**src/common/mlpr_pkg.sv**
```systemverilog
// Purpose: Shared constants and types for the multilevel pipeline register.
// Assumes: One clock at 100 MHz, synchronous active-high reset.
// Notes:   Offsets are word byte addresses on a 32-bit classic Wishbone bus.
package mlpr_pkg;
   localparam int unsigned BYTE_W = 8;
   localparam int unsigned ADDR_W = 4;

   // Register byte offsets.
   localparam logic [ADDR_W-1:0] CTRL_OFS   = 4'h0;
   localparam logic [ADDR_W-1:0] DATA_OFS   = 4'h4;
   localparam logic [ADDR_W-1:0] OUT_OFS    = 4'h8;
   localparam logic [ADDR_W-1:0] STAGE_OFS  = 4'hc;

   // Control register fields.
   localparam int unsigned CTRL_INSTR_LSB = 0;
   localparam int unsigned CTRL_SEL_LSB   = 2;
   localparam int unsigned CTRL_OE_N_BIT  = 4;
   localparam logic [4:0]  CTRL_RST_VAL   = 5'h13;

   // Instruction codes.
   localparam logic [1:0] INSTR_SHIFT4 = 2'h0;
   localparam logic [1:0] INSTR_LOAD_B = 2'h1;
   localparam logic [1:0] INSTR_LOAD_A = 2'h2;
   localparam logic [1:0] INSTR_HOLD   = 2'h3;

   // Output select codes.
   localparam logic [1:0] SEL_B2 = 2'h0;
   localparam logic [1:0] SEL_B1 = 2'h1;
   localparam logic [1:0] SEL_A2 = 2'h2;
   localparam logic [1:0] SEL_A1 = 2'h3;

   typedef struct packed {
      logic [BYTE_W-1:0] pair_a_first_stage;
      logic [BYTE_W-1:0] pair_a_second_stage;
      logic [BYTE_W-1:0] pair_b_first_stage;
      logic [BYTE_W-1:0] pair_b_second_stage;
   } stages_t;

   typedef struct packed {
      logic              cyc;
      logic              stb;
      logic              we;
      logic [3:0]        sel;
      logic [ADDR_W-1:0] adr;
      logic [31:0]       dat;
   } wb_req_t;
endpackage : mlpr_pkg

```
**src/hw/multilevel_pipeline_register.sv**
```systemverilog
// Purpose: Multilevel pipeline register behind a classic Wishbone slave.
// Assumes: Synchronous active-high reset resets the bus logic, the control
//          register and the output pin registers; stage contents are not reset.
// Notes:   A write to the data register steps the pipeline once.
//
// Overview of operation
// - Four byte registers, one byte input, readable.
// - Instruction picks four-stage or two-pair mode.
// - Shift variant moves first stage into second.
// - Overwrite variant replaces only the first stage.
// - Code zero shifts all four stages.
// - Code zero also loads input into first A.
// - Code three holds all four registers.
// - All changes occur on rising clock edge.
// - Two-bit select muxes one register to output.
// - Output driven when enable low, floats high.
// - Output enable never affects register updates.
// - Select 0=B2, 1=B1, 2=A2, 3=A1.
//
// The implementer's own choices: the address map and the Wishbone interface to the registers.
`timescale 1ns/10ps
`default_nettype none
module multilevel_pipeline_register #(
   parameter bit SHIFT_PAIR = 1'b1
) (
   input  wire logic        clk_i,         // 100 MHz clock.
   input  wire logic        rst_i,         // Synchronous reset, high.
   input  wire logic        wb_cyc_i,      // Wishbone cycle.
   input  wire logic        wb_stb_i,      // Wishbone strobe.
   input  wire logic        wb_we_i,       // Wishbone write enable.
   input  wire logic [3:0]  wb_sel_i,      // Wishbone byte selects.
   input  wire logic [3:0]  wb_adr_i,      // Wishbone byte address.
   input  wire logic [31:0] wb_dat_i,      // Wishbone write data.
   output logic [31:0]      wb_dat_o,      // Wishbone read data.
   output logic             wb_ack_o,      // Wishbone acknowledge.
   output logic             wb_err_o,      // Unmapped address answer.
   output logic [7:0]       output_byte_o, // Selected stage byte.
   output logic [7:0]       output_byte_oe_n_o // Low while driving.
);
   ////////////////////////////////////////////////////////////////////////
   mlpr_pkg::wb_req_t req;
   mlpr_pkg::stages_t stages;
   logic [4:0]        ctrl_r;
   logic [7:0]        mux_byte;
   logic [31:0]       rd_nxt;
   logic              hit;
   logic              mapped;
   logic              step;
   logic              ctrl_wr;

   assign req = '{cyc: wb_cyc_i, stb: wb_stb_i, we: wb_we_i,
                  sel: wb_sel_i, adr: wb_adr_i, dat: wb_dat_i};
   assign hit = req.cyc && req.stb && !wb_ack_o && !wb_err_o;
   assign mapped = (req.adr == mlpr_pkg::CTRL_OFS) ||
                   (req.adr == mlpr_pkg::DATA_OFS) ||
                   (req.adr == mlpr_pkg::OUT_OFS)  ||
                   (req.adr == mlpr_pkg::STAGE_OFS);
   assign step = hit && req.we && req.sel[0] &&
                 (req.adr == mlpr_pkg::DATA_OFS);
   assign ctrl_wr = hit && req.we && req.sel[0] &&
                    (req.adr == mlpr_pkg::CTRL_OFS);

   ////////////////////////////////////////////////////////////////////////
   // Control register: instruction, output select, output enable.
   always_ff @(posedge clk_i) begin
      if (rst_i) begin
         ctrl_r <= mlpr_pkg::CTRL_RST_VAL;
      end else if (ctrl_wr) begin
         ctrl_r <= req.dat[4:0];
      end
   end

   stage_core #(.SHIFT_PAIR(SHIFT_PAIR)) u_core (
      .clk_i        (clk_i),
      .step_i       (step),
      .instr_i      (ctrl_r[mlpr_pkg::CTRL_INSTR_LSB +: 2]),
      .input_byte_i (req.dat[7:0]),
      .stages_o     (stages)
   );

   out_mux u_mux (
      .stages_i (stages),
      .sel_i    (ctrl_r[mlpr_pkg::CTRL_SEL_LSB +: 2]),
      .byte_o   (mux_byte)
   );

   ////////////////////////////////////////////////////////////////////////
   // Output pins follow the mux; enable touches only the drivers.
   always_ff @(posedge clk_i) begin
      if (rst_i) begin
         output_byte_o      <= 8'h00;
         output_byte_oe_n_o <= 8'hff;
      end else begin
         output_byte_o      <= mux_byte;
         output_byte_oe_n_o <= {8{ctrl_r[mlpr_pkg::CTRL_OE_N_BIT]}};
      end
   end

   ////////////////////////////////////////////////////////////////////////
   always_comb begin
      rd_nxt = 32'h0000_0000;
      case (req.adr)
         mlpr_pkg::CTRL_OFS:  rd_nxt = {27'h0, ctrl_r};
         mlpr_pkg::OUT_OFS:   rd_nxt = {24'h0, mux_byte};
         mlpr_pkg::STAGE_OFS: rd_nxt = stages;
         default:             rd_nxt = 32'h0000_0000;
      endcase
   end

   // Single-cycle answer; ack drops the cycle after it is given.
   always_ff @(posedge clk_i) begin
      if (rst_i) begin
         wb_ack_o <= 1'b0;
         wb_err_o <= 1'b0;
         wb_dat_o <= 32'h0000_0000;
      end else begin
         wb_ack_o <= hit && mapped;
         wb_err_o <= hit && !mapped;
         wb_dat_o <= (hit && !req.we) ? rd_nxt : 32'h0000_0000;
      end
   end
endmodule // multilevel_pipeline_register
`default_nettype wire

```
**src/hw/out_mux.sv**
```systemverilog
// Purpose: Chooses one stage for the byte output.
// Assumes: Purely combinational.
// Notes:   Encoding follows the register select table.
`timescale 1ns/10ps
`default_nettype none
module out_mux (
   input  wire mlpr_pkg::stages_t           stages_i, // Stage contents.
   input  wire logic [1:0]                  sel_i,    // Output select.
   output logic [mlpr_pkg::BYTE_W-1:0]      byte_o    // Selected byte.
);
   always_comb begin
      case (sel_i)
         mlpr_pkg::SEL_B2: byte_o = stages_i.pair_b_second_stage;
         mlpr_pkg::SEL_B1: byte_o = stages_i.pair_b_first_stage;
         mlpr_pkg::SEL_A2: byte_o = stages_i.pair_a_second_stage;
         mlpr_pkg::SEL_A1: byte_o = stages_i.pair_a_first_stage;
         default:          byte_o = stages_i.pair_a_first_stage;
      endcase
   end
endmodule // out_mux
`default_nettype wire

```
**src/hw/stage_core.sv**
```systemverilog
// Purpose: Four byte stages, two pairs, stepped by a 2-bit instruction.
// Assumes: Loads happen only on the rising clock edge with step_i high.
// Notes:   SHIFT_PAIR selects pair shifting (1) or overwriting (0).
`timescale 1ns/10ps
`default_nettype none
module stage_core #(
   parameter bit SHIFT_PAIR = 1'b1
) (
   input  wire logic                       clk_i,     // System clock.
   input  wire logic                       step_i,    // Apply instruction.
   input  wire logic [1:0]                 instr_i,   // Instruction code.
   input  wire logic [mlpr_pkg::BYTE_W-1:0] input_byte_i, // Data in.
   output var mlpr_pkg::stages_t           stages_o   // Stage contents.
);
   mlpr_pkg::stages_t st_r;

   // Stage contents have no reset; they are undefined until loaded.
   always_ff @(posedge clk_i) begin
      if (step_i) begin
         case (instr_i)
            mlpr_pkg::INSTR_SHIFT4: begin
               st_r.pair_a_first_stage  <= input_byte_i;
               st_r.pair_a_second_stage <= st_r.pair_a_first_stage;
               st_r.pair_b_first_stage  <= st_r.pair_a_second_stage;
               st_r.pair_b_second_stage <= st_r.pair_b_first_stage;
            end
            mlpr_pkg::INSTR_LOAD_B: begin
               st_r.pair_b_first_stage <= input_byte_i;
               if (SHIFT_PAIR) begin
                  st_r.pair_b_second_stage <= st_r.pair_b_first_stage;
               end // Else the second stage keeps its value.
            end
            mlpr_pkg::INSTR_LOAD_A: begin
               st_r.pair_a_first_stage <= input_byte_i;
               if (SHIFT_PAIR) begin
                  st_r.pair_a_second_stage <= st_r.pair_a_first_stage;
               end // Else the second stage keeps its value.
            end
            mlpr_pkg::INSTR_HOLD: begin
               st_r <= st_r;
            end
            default: begin
               st_r <= st_r;
            end
         endcase
      end
   end

   assign stages_o = st_r;
endmodule // stage_core
`default_nettype wire

```
**config.mk**
```make
export PLATFORM = sky130hd
export DESIGN_NAME = multilevel_pipeline_register
export DESIGN_NICKNAME = d
export VERILOG_FILES = /design/src/common/mlpr_pkg.sv /design/src/hw/multilevel_pipeline_register.sv /design/src/hw/out_mux.sv /design/src/hw/stage_core.sv
export SDC_FILE = /design/constraint.sdc
export NUM_CORES = 1
export LEC_CHECK = 0
export ABC_AREA = 1
export ABC_CLOCK_PERIOD_IN_PS = 1800
export BUFFER_PORTS_ARGS = -buffer_cell sky130_fd_sc_hd__clkbuf_2
export CAP_MARGIN = 20
export CORE_UTILIZATION = 40
export DETAILED_ROUTE_END_ITERATION = 12
export PLACE_DENSITY = 0.67
export SLEW_MARGIN = 20
export SYNTH_ARGS = -nofsm -noshare
export SYNTH_HDL_FRONTEND = slang
export SYNTH_HIERARCHICAL = 1
export SYNTH_SLANG_ARGS = --single-unit
```
**constraint.sdc**
```tcl
create_clock -name clk_i -period 1.8 [get_ports clk_i]
set_input_delay 0.18 -clock clk_i [delete_from_list [all_inputs] [get_ports clk_i]]
set_output_delay 0.18 -clock clk_i [all_outputs]
set_load 0.02 [all_outputs]
```
; ---- After elaboration in Yosys (flattened, before gate mapping)
; Cells that the tools add are included.
; Widths: inputs -> output; s select.
[op_classes]
n_reduce_logical = 25
eq_ne = 8
mux = 3
bitwise_logic = 1
[ops]
columns = op, count
row1 = $pmux 32 s3, 1
row2 = $pmux 16 s2, 1
row3 = $pmux 8 s4, 1
row4 = $logic_and 1x1->1, 10
row5 = $eq 4x4->1 const B, 2
row6 = $eq 2x2->1 const B, 3
row7 = $eq 2x1->1 const B, 2
row8 = $eq 4x3->1 const B, 1
row9 = $logic_not 1->1, 4
row10 = $logic_not 2->1, 2
row11 = $logic_not 4->1, 1
row12 = $reduce_and 2->1, 2
row13 = $reduce_or 2->1, 2
row14 = $logic_or 1x1->1, 3
row15 = $reduce_bool 2->1, 1
row16 = $not 1->1, 1
[word_totals]
input_bits = 45
wordCells = 47
out_inout_bits = 50
register_bits = 80

; ---- Longest topological paths before layout
; Gate-level depths: netlist of run 1.
[depth]
word_depth = 7
mapped_depth = 8
depth_no_buf = 7

; ---- Hierarchy
; Netlist of run 1, hierarchy kept.
[by_module_without_submodules]
columns = module, n_inst, seq_area_each_um2, area_per_inst_um2, cells_per_inst
row1 = multilevel_pipeline_register, 1, 960.9, 1849.3, 217
row2 = stage_core, 1, 960.9, 1098.6, 62
row3 = out_mux, 1, 0.0, 264.0, 47

; ---- Worst setup path before layout of run 1
; Ideal clock, no wire load.
[synth_timing]
kind = register -> register
from = register wb_ack_o
to = register u_core.st_r (netlist bit u_core/stages_o[16]) (enable)
path_buffers = 0
slack_ns = -0.178
t_required_ns = 1.412
path_stages_with_launch = 6
setup_time_ns = 0.388
arrival_time_ns = 1.590
synth_period_minus_slack_ns = 1.978
path_cell_list = dfxtp_1 > nor2_4 > nand3_2 > nor4_1 > inv_1 > nor2_1
[synth_between]
elab_chain_len = 7
[synth_rtl]
columns = item, line
row1 = start: declaration, multilevel_pipeline_register.sv:35  ; output logic wb_ack_o,
row2 = start signal: assignment, multilevel_pipeline_register.sv:117  ; wb_ack_o <= hit && mapped;
row3 = $logic_not 1->1, multilevel_pipeline_register.sv:53  ; assign hit = req.cyc && req.stb && !wb_ack_o && !wb_err_o;
row4 = $logic_and 1x1->1 (2 in a row), multilevel_pipeline_register.sv:53
row5 = $logic_and 1x1->1 (3 in a row), multilevel_pipeline_register.sv:58  ; assign step = hit && req.we && req.sel[0] &&
row6 = net step, multilevel_pipeline_register.sv:48  ; logic step;
row7 = $reduce_and 2->1 (no line), --
row8 = end signal: assignment, stage_core.sv:40  ; st_r <= st_r;
row9 = end signal: assignment, stage_core.sv:43  ; st_r <= st_r;
row10 = end: declaration, stage_core.sv:15  ; mlpr_pkg::stages_t st_r;
; The timed path passes the listed nets, and every way through them passes these cells.
; A chain may end at the register's enable or synchronous reset.

; ---- Worst setup path in the final report of run 1
[layout_timing]
from = register wb_ack_o
to = register u_core.st_r (netlist bit u_core/stages_o[24]) (enable)
; Same word-level chain as after synthesis.

==> results of run 1 <==
metal layers:
metal | up-vias | track usage (%) | wire (um)
met5 | - | 0 | 0
met4 | 0 | 8.73 | 217
met3 | 20 | 3.77 | 374
met2 | 94 | 24.7 | 2870
met1 | 1058 | 21.6 | 2890
li1 | 1180 | - | -
metrics by stage:
stage	util [%]	instance area, um2	setup TNS, ns	setup slack (ns)	hold slack, ns
floorplan	-	3210	-5.70	-0.178	0.279
global placement	46.0	3560	0	0.274	0.385
detailed placement	46.0	3560	0	0.273	0.380
CTS	48.5	3750	0	0.264	0.00956
global route	48.5	3750	0	0.124	0.0158
finish	48.5	3750	0	0.269	0.0278
cell usage after synthesis:
cell      number  area share [%]
buf_2          2            0.31
nor4_1         1            0.19
nand2_1       80             9.3
nand2_2        1            0.19
nand4_1       13             2.5
nor2_8         2             1.2
inv_4          1            0.19
dfxtp_1       48              30
nand3_4        1            0.55
nand3_1       42             6.5
edfxtp_1      32              30
nand3_2        1            0.31
nor2_4         4             1.4
nor2_1        27             3.2
buf_4          7             1.6
a21oi_1        3            0.47
nand2_4        3             1.1
o21ai_1        1            0.16
or2_2          1            0.19
buf_6         10             3.5
clkinv_4       1            0.27
inv_1         20             2.3
nor2_2        21             4.1
inv_2          4            0.47
area by class of cell:
| class | instances | area, um2 | area share (%) |
|---|---|---|---|
| multi-input combinational | 201 | 1010 | 26.9 |
| clock buffer | 10 | 128 | 3.40 |
| timing repair buffer | 73 | 393 | 10.5 |
| sequential | 80 | 1920 | 51.2 |
| clock inverter | 6 | 66.3 | 1.77 |
| tap | 102 | 128 | 3.40 |
| inverter | 26 | 105 | 2.80 |
power groups by stage:
| stage | sequential (mW) | clock, mW | combinational [mW] |
|---|---|---|---|
| 6_report | 1.88 | 1.28 | 0.128 |
| 5_1_grt | 1.88 | 1.40 | 0.141 |
| 4_1_cts | 1.88 | 1.32 | 0.129 |
| 3_5_place_dp | 1.92 | 0 | 0.129 |
| 3_3_place_gp | 1.92 | 0 | 0.127 |
| 2_1_floorplan | 1.93 | 0 | 0.0777 |
kinds of logic after synthesis:
logic type	share of synthesized area, %
simple gates	30.8
flops	59.8
buf+inv	8.73
compound gates	0.623
worst max-delay path: stages (launching register included):
cell	delay (ns)
dfxtp_1	0.34
nor2_4	0.17
nand3_2	0.10
nor4_1	0.19
inv_1	0.09
nor2_1	0.18
buf_12	0.18
final timing paths:
check / to / slack (ns)
max reg2reg: u_core/stages_o[24] / 0.27
min: u_core/stages_o[29] / 0.03
min reg2reg: output_byte_oe_n_o[0] / 0.48
max: u_core/stages_o[24] / 0.27
sequential cells by signal (all words and copies together) (netlist names):
register            cells
ctrl_r                  5
wb_err_o                1
wb_ack_o                1
wb_dat_o               32
u_core/stages_o        32
output_byte_oe_n_o      1
output_byte_o           8
layout by cell type (no fill, tap or decap), drive strengths merged:
master	count
nor2	54
nand3	44
nand2	84
edfxtp	32
clkinv	4
dfxtp	48
or2	1
buf	6
a21oi	3
nor4	1
clkbuf	77
inv	27
nand4	13
o21ai	1
bufinv	1
==> impl_summary.log, run 1 <==
INFO  metric rows = 32
INFO  metric num-fill-cells = ~720
INFO  metric worst_setup_hold_path_clk_slew = 0.08 ns
INFO  metric die_area = 8390 um2
INFO  metric tightestPinTransition = roughly 0.44 ns
INFO  metric place_inst = 482
INFO  metric max_freq = between 0.6 and 0.7 GHz
INFO  metric cells_on_worst_hold_path = 1
INFO  metric cts_inserted_buffers = 9
INFO  metric worst-endpoint-required = 1.86 ns
INFO  metric floorplan.initialDensity = 41.6%
INFO  metric synth.avg_cell_area = roughly 10 um2
INFO  metric worst_ep_arrival_time = 1.59 ns
INFO  metric timing.hold.worst.class = input pin to flop
INFO  metric drtPass1Iterations = 5
INFO  metric yosys_warnings = 6
INFO  metric vdd_drop_max = approximately 380 uV
INFO  metric p_total = 3.29 mW
INFO  metric finalClockSkew = 0.0119 ns
INFO  metric grt_setup_unrepaired = false
INFO  metric area.growth.synth_to_final = 16.8%
INFO  metric cts-htree-levels = 3
INFO  metric grt.total_usage = 16.3%
INFO  metric gr-total-overflow = 0
INFO  metric coreArea = 7730 um2
INFO  metric combinationalPowerShare = 3.9%
INFO  metric gpl.final_weighted_congestion = 0.855
INFO  metric clock_sink_count = 80
INFO  metric clock_power_share = 38.9%
INFO  metric clock_latency = 0.35 ns
INFO  metric finalNetCount = between 400 and 500
INFO  metric switching_share = between 20% and 30%
INFO  metric drv_slew = 0
INFO  metric wirelength = around 6400 um
INFO  metric grt_pass1_wl = 10,600 um
INFO  metric timing.final.crit_period = 1.53 ns
INFO  metric antenna_left = 0
INFO  metric min_from = wb_dat_i[5]
INFO  metric setup-violations-final = 0
INFO  metric grt_max_degree = 33
INFO  metric cts-resized-gates = 0
INFO  metric cts_hold_buffers = 0
INFO  metric drive_above_1_share = roughly a third
INFO  metric antennaDiodeCount = 0
INFO  metric die_h = 91.6 um
INFO  metric cts_buffer_depth = 2
INFO  metric num_vias = 2,352
INFO  metric drc_marker_count_from_the_first_detailed_route_iteration = 193
INFO  metric number_of_vias_per_cell_after_detailed_routing = 4.72
INFO  metric drt_drc_violations_left = 0
INFO  metric min_period_over_period = 85.0%
INFO  metric pwr_density_cell = 877 nW/um2
INFO  metric drt-wirelength-per-cell = 12.8 um
INFO  metric antenna_found_initial = 0
INFO  metric critPathMaxFanout = 16
INFO  metric die_wd = between 90 and 100 um
INFO  metric io_buffer_count = 67
INFO  metric postCtsSetupBuffers = 0
INFO  metric maxCapViolCount = 0
INFO  metric timing.critical_path.from = wb_ack_o
INFO  metric worst_setup_path_start_kind = flop
INFO  metric clk_root_buffer_cell = clkbuf_8
INFO  metric seq_area_frac_synth = 59.8%
INFO  metric timing.slew.headroom = a little over two thirds
INFO  metric outcome = finished, final reports clean
INFO  metric synthesis.nets = 371
INFO  metric worstSetupEndpointType = flop
INFO  metric dp_hpwl = 4720 um
INFO  metric static-leakage-power = about 1.6 nW
INFO  metric tritoncts = built
INFO  metric pwr-share-seq = 57.2%
INFO  metric cell_area_after_synthesis = 3210 um2
INFO  metric ys_ff_latch = 80
INFO  metric ff2ff_path_depth = 6
INFO  metric number_of_global_route_vias_before_repair = between 2,000 and 2,500
INFO  metric regToRegStartpoint = wb_ack_o
INFO  metric final_hold_viol_count = 0
INFO  metric pin_count = 95
INFO  metric final_cells = 498
INFO  metric synthesis.instances = roughly 330
INFO  metric internal-power = 2.57 mW
INFO  metric timing.setup.critical_path_class = flop to flop
INFO  metric switchingPower = 0.726 mW
INFO  metric library_cells_used_by_synthesis = 24
No activity file was read; power rests on OpenSTA's default activity.
==> run 2: changes to the inputs <==
--- a/config.mk
+++ b/config.mk
@@ -9,9 +9,9 @@
 export ABC_CLOCK_PERIOD_IN_PS = 1800
 export BUFFER_PORTS_ARGS = -buffer_cell sky130_fd_sc_hd__clkbuf_2
 export CAP_MARGIN = 20
-export CORE_UTILIZATION = 40
+export CORE_UTILIZATION = 46
 export DETAILED_ROUTE_END_ITERATION = 12
-export PLACE_DENSITY = 0.67
+export PLACE_DENSITY = 0.75
 export SLEW_MARGIN = 20
 export SYNTH_ARGS = -nofsm -noshare
 export SYNTH_HDL_FRONTEND = slang
==> impl_summary.log, run 2 (same netlist as run 1, synthesis figures left out) <==
INFO  metric area.growth.synth_to_final = 16.1%
INFO  metric slowest_stage = dfxtp_1
INFO  metric timing.slew.headroom = 73.4% (+2.6 points)
INFO  metric switching_share = 22.7% (+0.60 points)
INFO  metric pwr_density_cell = 886 nW/um2 (+1.0%)
INFO  metric maxCapViolCount = 0 (unchanged)
INFO  metric final_hold_viol_count = 0 (unchanged)
INFO  metric worst_setup_path_start_kind = flop
INFO  metric gpl.final_weighted_congestion = 0.835 (-2.3%)
INFO  metric final_area = 3730 um2 (-0.57%)
INFO  metric floorplan.initialDensity = 47.5% (+6.0 points)
INFO  metric cts-resized-gates = 0 (unchanged)
INFO  metric outcome = finished, final reports clean
INFO  metric max_freq = 0.634 GHz (-2.9%)
INFO  metric drt-wirelength-per-cell = 13.3 um (+4.4%)
INFO  metric drtPass1Iterations = 4 (-1)
INFO  metric number_of_global_route_vias_before_repair = 2,065 (-7.4%)
INFO  metric min_period_over_period = 87.6% (+2.6 points)
INFO  metric dpl-instance-area = 3530 um2 (-0.63%)
INFO  metric die_area = 7320 um2 (-13%)
INFO  metric setup-violations-final = 0 (unchanged)
INFO  metric rows = 30 (-6.3%)
INFO  metric regToRegStartpoint = wb_ack_o
INFO  metric worstSetupEndpointType = flop
INFO  metric die_h = 85.6 um (-6.6%)
INFO  metric timing.critical_path.from = wb_ack_o
INFO  metric grt_setup_unrepaired = false
INFO  metric antenna_left = 0 (unchanged)
INFO  metric antenna_found_initial = 0 (unchanged)
INFO  metric drive_above_1_share = 32.2% (-0.17 points)
INFO  metric worst_setup_hold_path_clk_slew = 0.08 ns (about the same)
INFO  metric worst_ep_arrival_time = 1.64 ns (+0.05 ns)
INFO  metric grt_max_degree = 33 (unchanged)
INFO  metric io_buffer_count = 67 (unchanged)
INFO  metric critPathMaxFanout = 16 (unchanged)
INFO  metric p_total = 3.31 mW (+0.45%)
INFO  metric drt_drc_violations_left = 0 (unchanged)
INFO  metric pwr-share-seq = 56.9% (-0.3 points)
INFO  metric timing.critical_path.cells = nor2_4 > nand3_2 > nor4_1 > inv_1 > nor2_1 > buf_12
INFO  metric grt.total_usage = 18.3% (+2.0 points)
INFO  metric tightestPinTransition = 0.400 ns (-0.0382 ns)
INFO  metric clock_power_share = 39.2% (+0.3 points)
INFO  metric num-fill-cells = 612 (-15%)
INFO  metric wirelength = 6330 um (-0.39%)
INFO  metric clock_latency = 0.35 ns (about the same)
INFO  metric min_from = wb_dat_i[5]
INFO  metric grt_pass1_wl = 10,100 um (-4.3%)
INFO  metric num_vias = 2,349 (-0.13%)
INFO  metric hold_ws = 0.0245 ns (-0.00320 ns)
INFO  metric timing.final.crit_period = 1.58 ns (+0.0459 ns)
INFO  metric dp_hpwl = 4640 um (-1.6%)
INFO  metric coreArea = 6760 um2 (-13%)
INFO  metric finalClockSkew = 0.00858 ns (-0.00330 ns)
INFO  metric static-leakage-power = 1.59 nW (-0.74%)
INFO  metric clock_sink_count = 80 (unchanged)
INFO  metric drc_marker_count_from_the_first_detailed_route_iteration = 252 (+31%)
INFO  metric drv_slew = 0 (unchanged)
INFO  metric mostFrequentLayoutCell = nand2_1
INFO  metric postCtsSetupBuffers = 0 (unchanged)
INFO  metric switchingPower = 0.749 mW (+3.2%)
INFO  metric cts_inserted_buffers = 9 (unchanged)
INFO  metric cts_buffer_depth = 2 (unchanged)
INFO  metric die_wd = 85.6 um (-6.6%)
INFO  metric combinationalPowerShare = 3.9% (about the same)
INFO  metric clk_root_buffer_cell = clkbuf_8
INFO  metric internal-power = 2.56 mW (-0.33%)
INFO  metric layout_common_cells = nand2_1, clkbuf_2, dfxtp_1, nand3_1, edfxtp_1
INFO  metric finalCoreUtilization = 55.2% (+6.7 points)
INFO  metric cts-htree-levels = 3 (unchanged)
INFO  metric timing.setup.critical_path_class = flop to flop
INFO  metric tritoncts = built
INFO  metric gr-total-overflow = 0 (unchanged)
INFO  metric worst-endpoint-required = 1.87 ns (about the same)
INFO  metric cts_hold_buffers = 0 (unchanged)
INFO  metric cpPeakStageDelay = 0.34 ns (about the same)
INFO  metric timing.hold.worst.class = input pin to flop
INFO  metric number_of_vias_per_cell_after_detailed_routing = 4.95 (+4.7%)
INFO  metric finalNetCount = 435 (-0.23%)
INFO  metric antennaDiodeCount = 0 (unchanged)
INFO  metric vdd_drop_max = 456 uV (+22%)
INFO  metric pin_count = 95 (unchanged)
## run 2: path summary, 6_finish.rpt
check / to / slack [ns] / depth (start not counted)
setup reg to reg: u_core/stages_o[24] / 0.22 / 6
hold reg to reg: ctrl_r[4] / 0.49 / 2
hold / removal: u_core/stages_o[29] / 0.02 / 1
setup / recovery: u_core/stages_o[24] / 0.22 / 6
## run 2: stage by stage
stage	setup TNS (ns)	std cells	worst slack, ns
global route	0	475	0.116
floorplan	-5.70	326	-0.178
CTS	0	475	0.227
finish	0	475	0.223
detailed placement	0	459	0.257
global placement	0	459	0.274
## run 2: worst max-delay path: cells and delay by family (launching register included)
kind | cells | cell delay, ns
AND/OR/NAND/NOR | 4 | 0.67
flip-flops | 1 | 0.34
buffers and inverters | 2 | 0.29
## run 2: routing by layer
| metal | global-route usage, % | up-vias | share of wire (%) |
|---|---|---|---|
| met5 | 0 | - | 0 |
| met4 | 10.3 | 0 | 2.4 |
| met3 | 3.46 | 12 | 5.3 |
| met2 | 28.7 | 87 | 47 |
| met1 | 24.1 | 1071 | 45 |
| li1 | - | 1179 | - |
## run 2: layout make-up
class / count / area (um2) / share of cell area, %
sequential: 80 / 1920 / 51.5
multi-input combinational: 201 / 1010 / 27.1
timing repair buffer: 72 / 398 / 10.7
clock buffer: 9 / 124 / 3.32
inverter: 26 / 105 / 2.82
tap: 80 / 100 / 2.68
clock inverter: 7 / 71.3 / 1.91
## run 2: power by group through the flow
stage / clock network [mW] / registers [mW] / logic, mW
3_5_place_dp: 0 / 1.92 / 0.128
2_1_floorplan: 0 / 1.93 / 0.0777
4_1_cts: 1.32 / 1.88 / 0.129
6_report: 1.30 / 1.88 / 0.127
5_1_grt: 1.41 / 1.88 / 0.141
3_3_place_gp: 0 / 1.92 / 0.126
==> run 3: changes to the inputs <==
--- a/config.mk
+++ b/config.mk
@@ -9,9 +9,11 @@
 export ABC_CLOCK_PERIOD_IN_PS = 1800
 export BUFFER_PORTS_ARGS = -buffer_cell sky130_fd_sc_hd__clkbuf_2
 export CAP_MARGIN = 20
-export CORE_UTILIZATION = 46
+export CELL_PAD_IN_SITES_DETAIL_PLACEMENT = 0
+export CELL_PAD_IN_SITES_GLOBAL_PLACEMENT = 1
+export CORE_UTILIZATION = 35
 export DETAILED_ROUTE_END_ITERATION = 12
-export PLACE_DENSITY = 0.75
+export PLACE_DENSITY_LB_ADDON = 0.1
 export SLEW_MARGIN = 20
 export SYNTH_ARGS = -nofsm -noshare
 export SYNTH_HDL_FRONTEND = slang
==> impl_summary.log, run 3 (same netlist as run 1, synthesis figures left out) <==
INFO  metric io_buffer_count = 67 (unchanged)
INFO  metric dp_hpwl = 5300 um (+14%)
INFO  metric violations = design-rule violations
INFO  metric num-fill-cells = 891 (+46%)
INFO  metric place_inst = 488 (+6.3%)
INFO  metric grt.total_usage = 16.4% (-2.0 points)
INFO  metric outcome = finished with violations
INFO  metric setup-violations-final = 0 (unchanged)
INFO  metric antennaDiodeCount = 0 (unchanged)
INFO  metric internal-power = 2.54 mW (-0.53%)
INFO  metric timing.critical_path.from = wb_ack_o
INFO  metric finalClockSkew = 0.0159 ns (+0.00732 ns)
INFO  metric drt_drc_violations_left = 6 (+6)
INFO  metric worstSetupEndpointType = flop
INFO  metric timing.setup.critical_path_class = flop to flop
INFO  metric switchingPower = 0.726 mW (-3.1%)
INFO  metric drt-wirelength-per-cell = 14.3 um (+7.3%)
INFO  metric timing.hold.worst.class = input pin to flop
INFO  metric worst_ep_arrival_time = 1.66 ns (+0.02 ns)
INFO  metric drv_slew = 0 (unchanged)
INFO  metric max_freq = 0.624 GHz (-1.7%)
INFO  metric critPathMaxFanout = 16 (unchanged)
INFO  metric worst-endpoint-required = 1.86 ns (about the same)
INFO  metric worst_setup_hold_path_clk_slew = 0.08 ns (about the same)
INFO  metric drc_marker_count_from_the_first_detailed_route_iteration = 92 (-63%)
INFO  metric gr-max-usage-layer = met1
INFO  metric regToRegStartpoint = wb_ack_o
INFO  metric cts_inserted_buffers = 9 (unchanged)
INFO  metric cts-htree-levels = 3 (unchanged)
INFO  metric area.growth.synth_to_final = 17.2%
INFO  metric antenna_left = 0 (unchanged)
INFO  metric tritoncts = built
INFO  metric dpl-instance-area = 3580 um2 (+1.2%)
INFO  metric die_h = 97.8 um (+14%)
INFO  metric ff2ff_path_depth = 6 (unchanged)
INFO  metric grtUsageMet3 = 4.37% (+0.90 points)
INFO  metric final_cells = 504 (+6.1%)
INFO  metric combinationalPowerShare = 4.0% (about the same)
INFO  metric grt_pass1_wl = 11,900 um (+18%)
INFO  metric timing.final.crit_period = 1.60 ns (+0.0271 ns)
INFO  metric pwr_density_cell = 868 nW/um2 (-2.0%)
INFO  metric cts_hold_buffers = 0 (unchanged)
INFO  metric finalNetCount = 436 (+0.23%)
INFO  metric pwr-share-seq = 57.6% (+0.7 points)
INFO  metric mostFrequentLayoutCell = nand2_1
INFO  metric clk_root_buffer_cell = clkbuf_8
INFO  metric die_wd = 97.8 um (+14%)
INFO  metric gr-total-overflow = 0 (unchanged)
INFO  metric clock_sink_count = 80 (unchanged)
INFO  metric timing.slew.headroom = 66.7% (-6.7 points)
INFO  metric clock_latency = 0.36 ns (about the same)
INFO  metric clock_power_share = 38.5% (-0.7 points)
INFO  metric grt_setup_unrepaired = false
INFO  metric number_of_vias_per_cell_after_detailed_routing = 4.63 (-6.4%)
INFO  metric coreArea = 8810 um2 (+30%)
INFO  metric floorplan.initialDensity = 36.5% (-11 points)
INFO  metric final_hold_viol_count = 0 (unchanged)
INFO  metric rows = 34 (+13%)
INFO  metric crit_path_end = u_core/stages_o[16]
INFO  metric maxCapViolCount = 0 (unchanged)
INFO  metric num_vias = 2,334 (-0.64%)
INFO  metric met2_resource_use_gr = 23.3% (-5.4 points)
INFO  metric cts_buffer_depth = 2 (unchanged)
INFO  metric timing.reg2reg.setup_slack = 0.20 ns (-0.03 ns)
INFO  metric grt_max_degree = 33 (unchanged)
INFO  metric cts-resized-gates = 0 (unchanged)
INFO  metric vdd_drop_max = 372 uV (-18%)
INFO  metric pin_count = 95 (unchanged)
INFO  metric drive_above_1_share = 31.8% (-0.33 points)
INFO  metric setup-tns-final = 0 ns (unchanged)
INFO  metric gpl.final_weighted_congestion = 0.793 (-5.1%)
INFO  metric tightestPinTransition = 0.499 ns (+0.0994 ns)
INFO  metric layout_common_cells = nand2_1, clkbuf_2, dfxtp_1, nand3_1, edfxtp_1
INFO  metric final_area = 3760 um2 (+0.94%)
INFO  metric wirelength = 7200 um (+14%)
INFO  metric static-leakage-power = 1.59 nW (+0.59%)
INFO  metric cells_on_worst_hold_path = 1 (unchanged)
INFO  metric die_area = 9560 um2 (+31%)
INFO  metric antenna_found_initial = 0 (unchanged)
INFO  metric number_of_global_route_vias_before_repair = 2,194 (+6.2%)
INFO  metric drtPass1Iterations = 8 (+4)
INFO  metric min_period_over_period = 89.1% (+1.5 points)
INFO  metric switching_share = 22.2% (-0.46 points)
INFO  metric postCtsSetupBuffers = 0 (unchanged)
INFO  metric worst_setup_path_start_kind = flop
INFO  metric grt_util_met1 = 24.0% (-0.11 points)
INFO  metric regToRegEndpoint = u_core/stages_o[16]
run 3: worst min path at each step:
stage,slack (ns),end,from
CTS,0.02,u_core/stages_o[29],wb_dat_i[5]
global placement,0.38,u_core/stages_o[29],wb_dat_i[5]
floorplan,0.28,u_core/stages_o[24],wb_dat_i[0]
finish,0.03,u_core/stages_o[31],wb_dat_i[7]
global route,0.01,u_core/stages_o[30],wb_dat_i[6]
detailed placement,0.39,u_core/stages_o[29],wb_dat_i[5]
run 3: per-layer routing:
layer  vias to the layer above  share of wire, %
li1                       1184                 -
met1                      1078                50
met2                        64                44
met3                         8               4.9
met4                         0               1.2
met5                         -                 0
run 3: through the flow:
stage          setup slack (ns)  total power [mW]  hold WS (ns)  utilization (%)
5_1_grt                   0.115              3.41        0.0136             42.8
4_1_cts                   0.193              3.31        0.0211             42.8
3_3_place_gp              0.272              2.05         0.384             40.6
2_1_floorplan            -0.178              2.01         0.279                -
6_report                  0.196              3.27        0.0283             42.8
3_5_place_dp              0.203              2.06         0.387             40.6
run 3: area by class of cell:
| cell class | instances | area, um2 | share of cell area (%) |
|---|---|---|---|
| Sequential cell | 80 | 1920 | 51.0 |
| Multi-Input combinational cell | 201 | 1010 | 26.8 |
| Timing Repair Buffer | 73 | 405 | 10.8 |
| Clock buffer | 14 | 174 | 4.62 |
| Tap cell | 108 | 135 | 3.59 |
| Inverter | 26 | 105 | 2.79 |
| Clock inverter | 2 | 13.8 | 0.366 |
run 3: critical path: stages (launching register included):
cell and delay, ns:
dfxtp_1 0.33, nor2_4 0.16, nand3_2 0.11, nor4_1 0.21, inv_1 0.11, nor2_1 0.20
buf_12 0.19
run 3: power groups by stage:
stage | logic [mW] | clock network (mW) | registers (mW)
after floorplan | 0.0777 | 0 | 1.93
after global placement | 0.130 | 0 | 1.92
after detailed placement | 0.132 | 0 | 1.92
after CTS | 0.132 | 1.29 | 1.88
after global routing | 0.144 | 1.38 | 1.88
final | 0.129 | 1.26 | 1.88
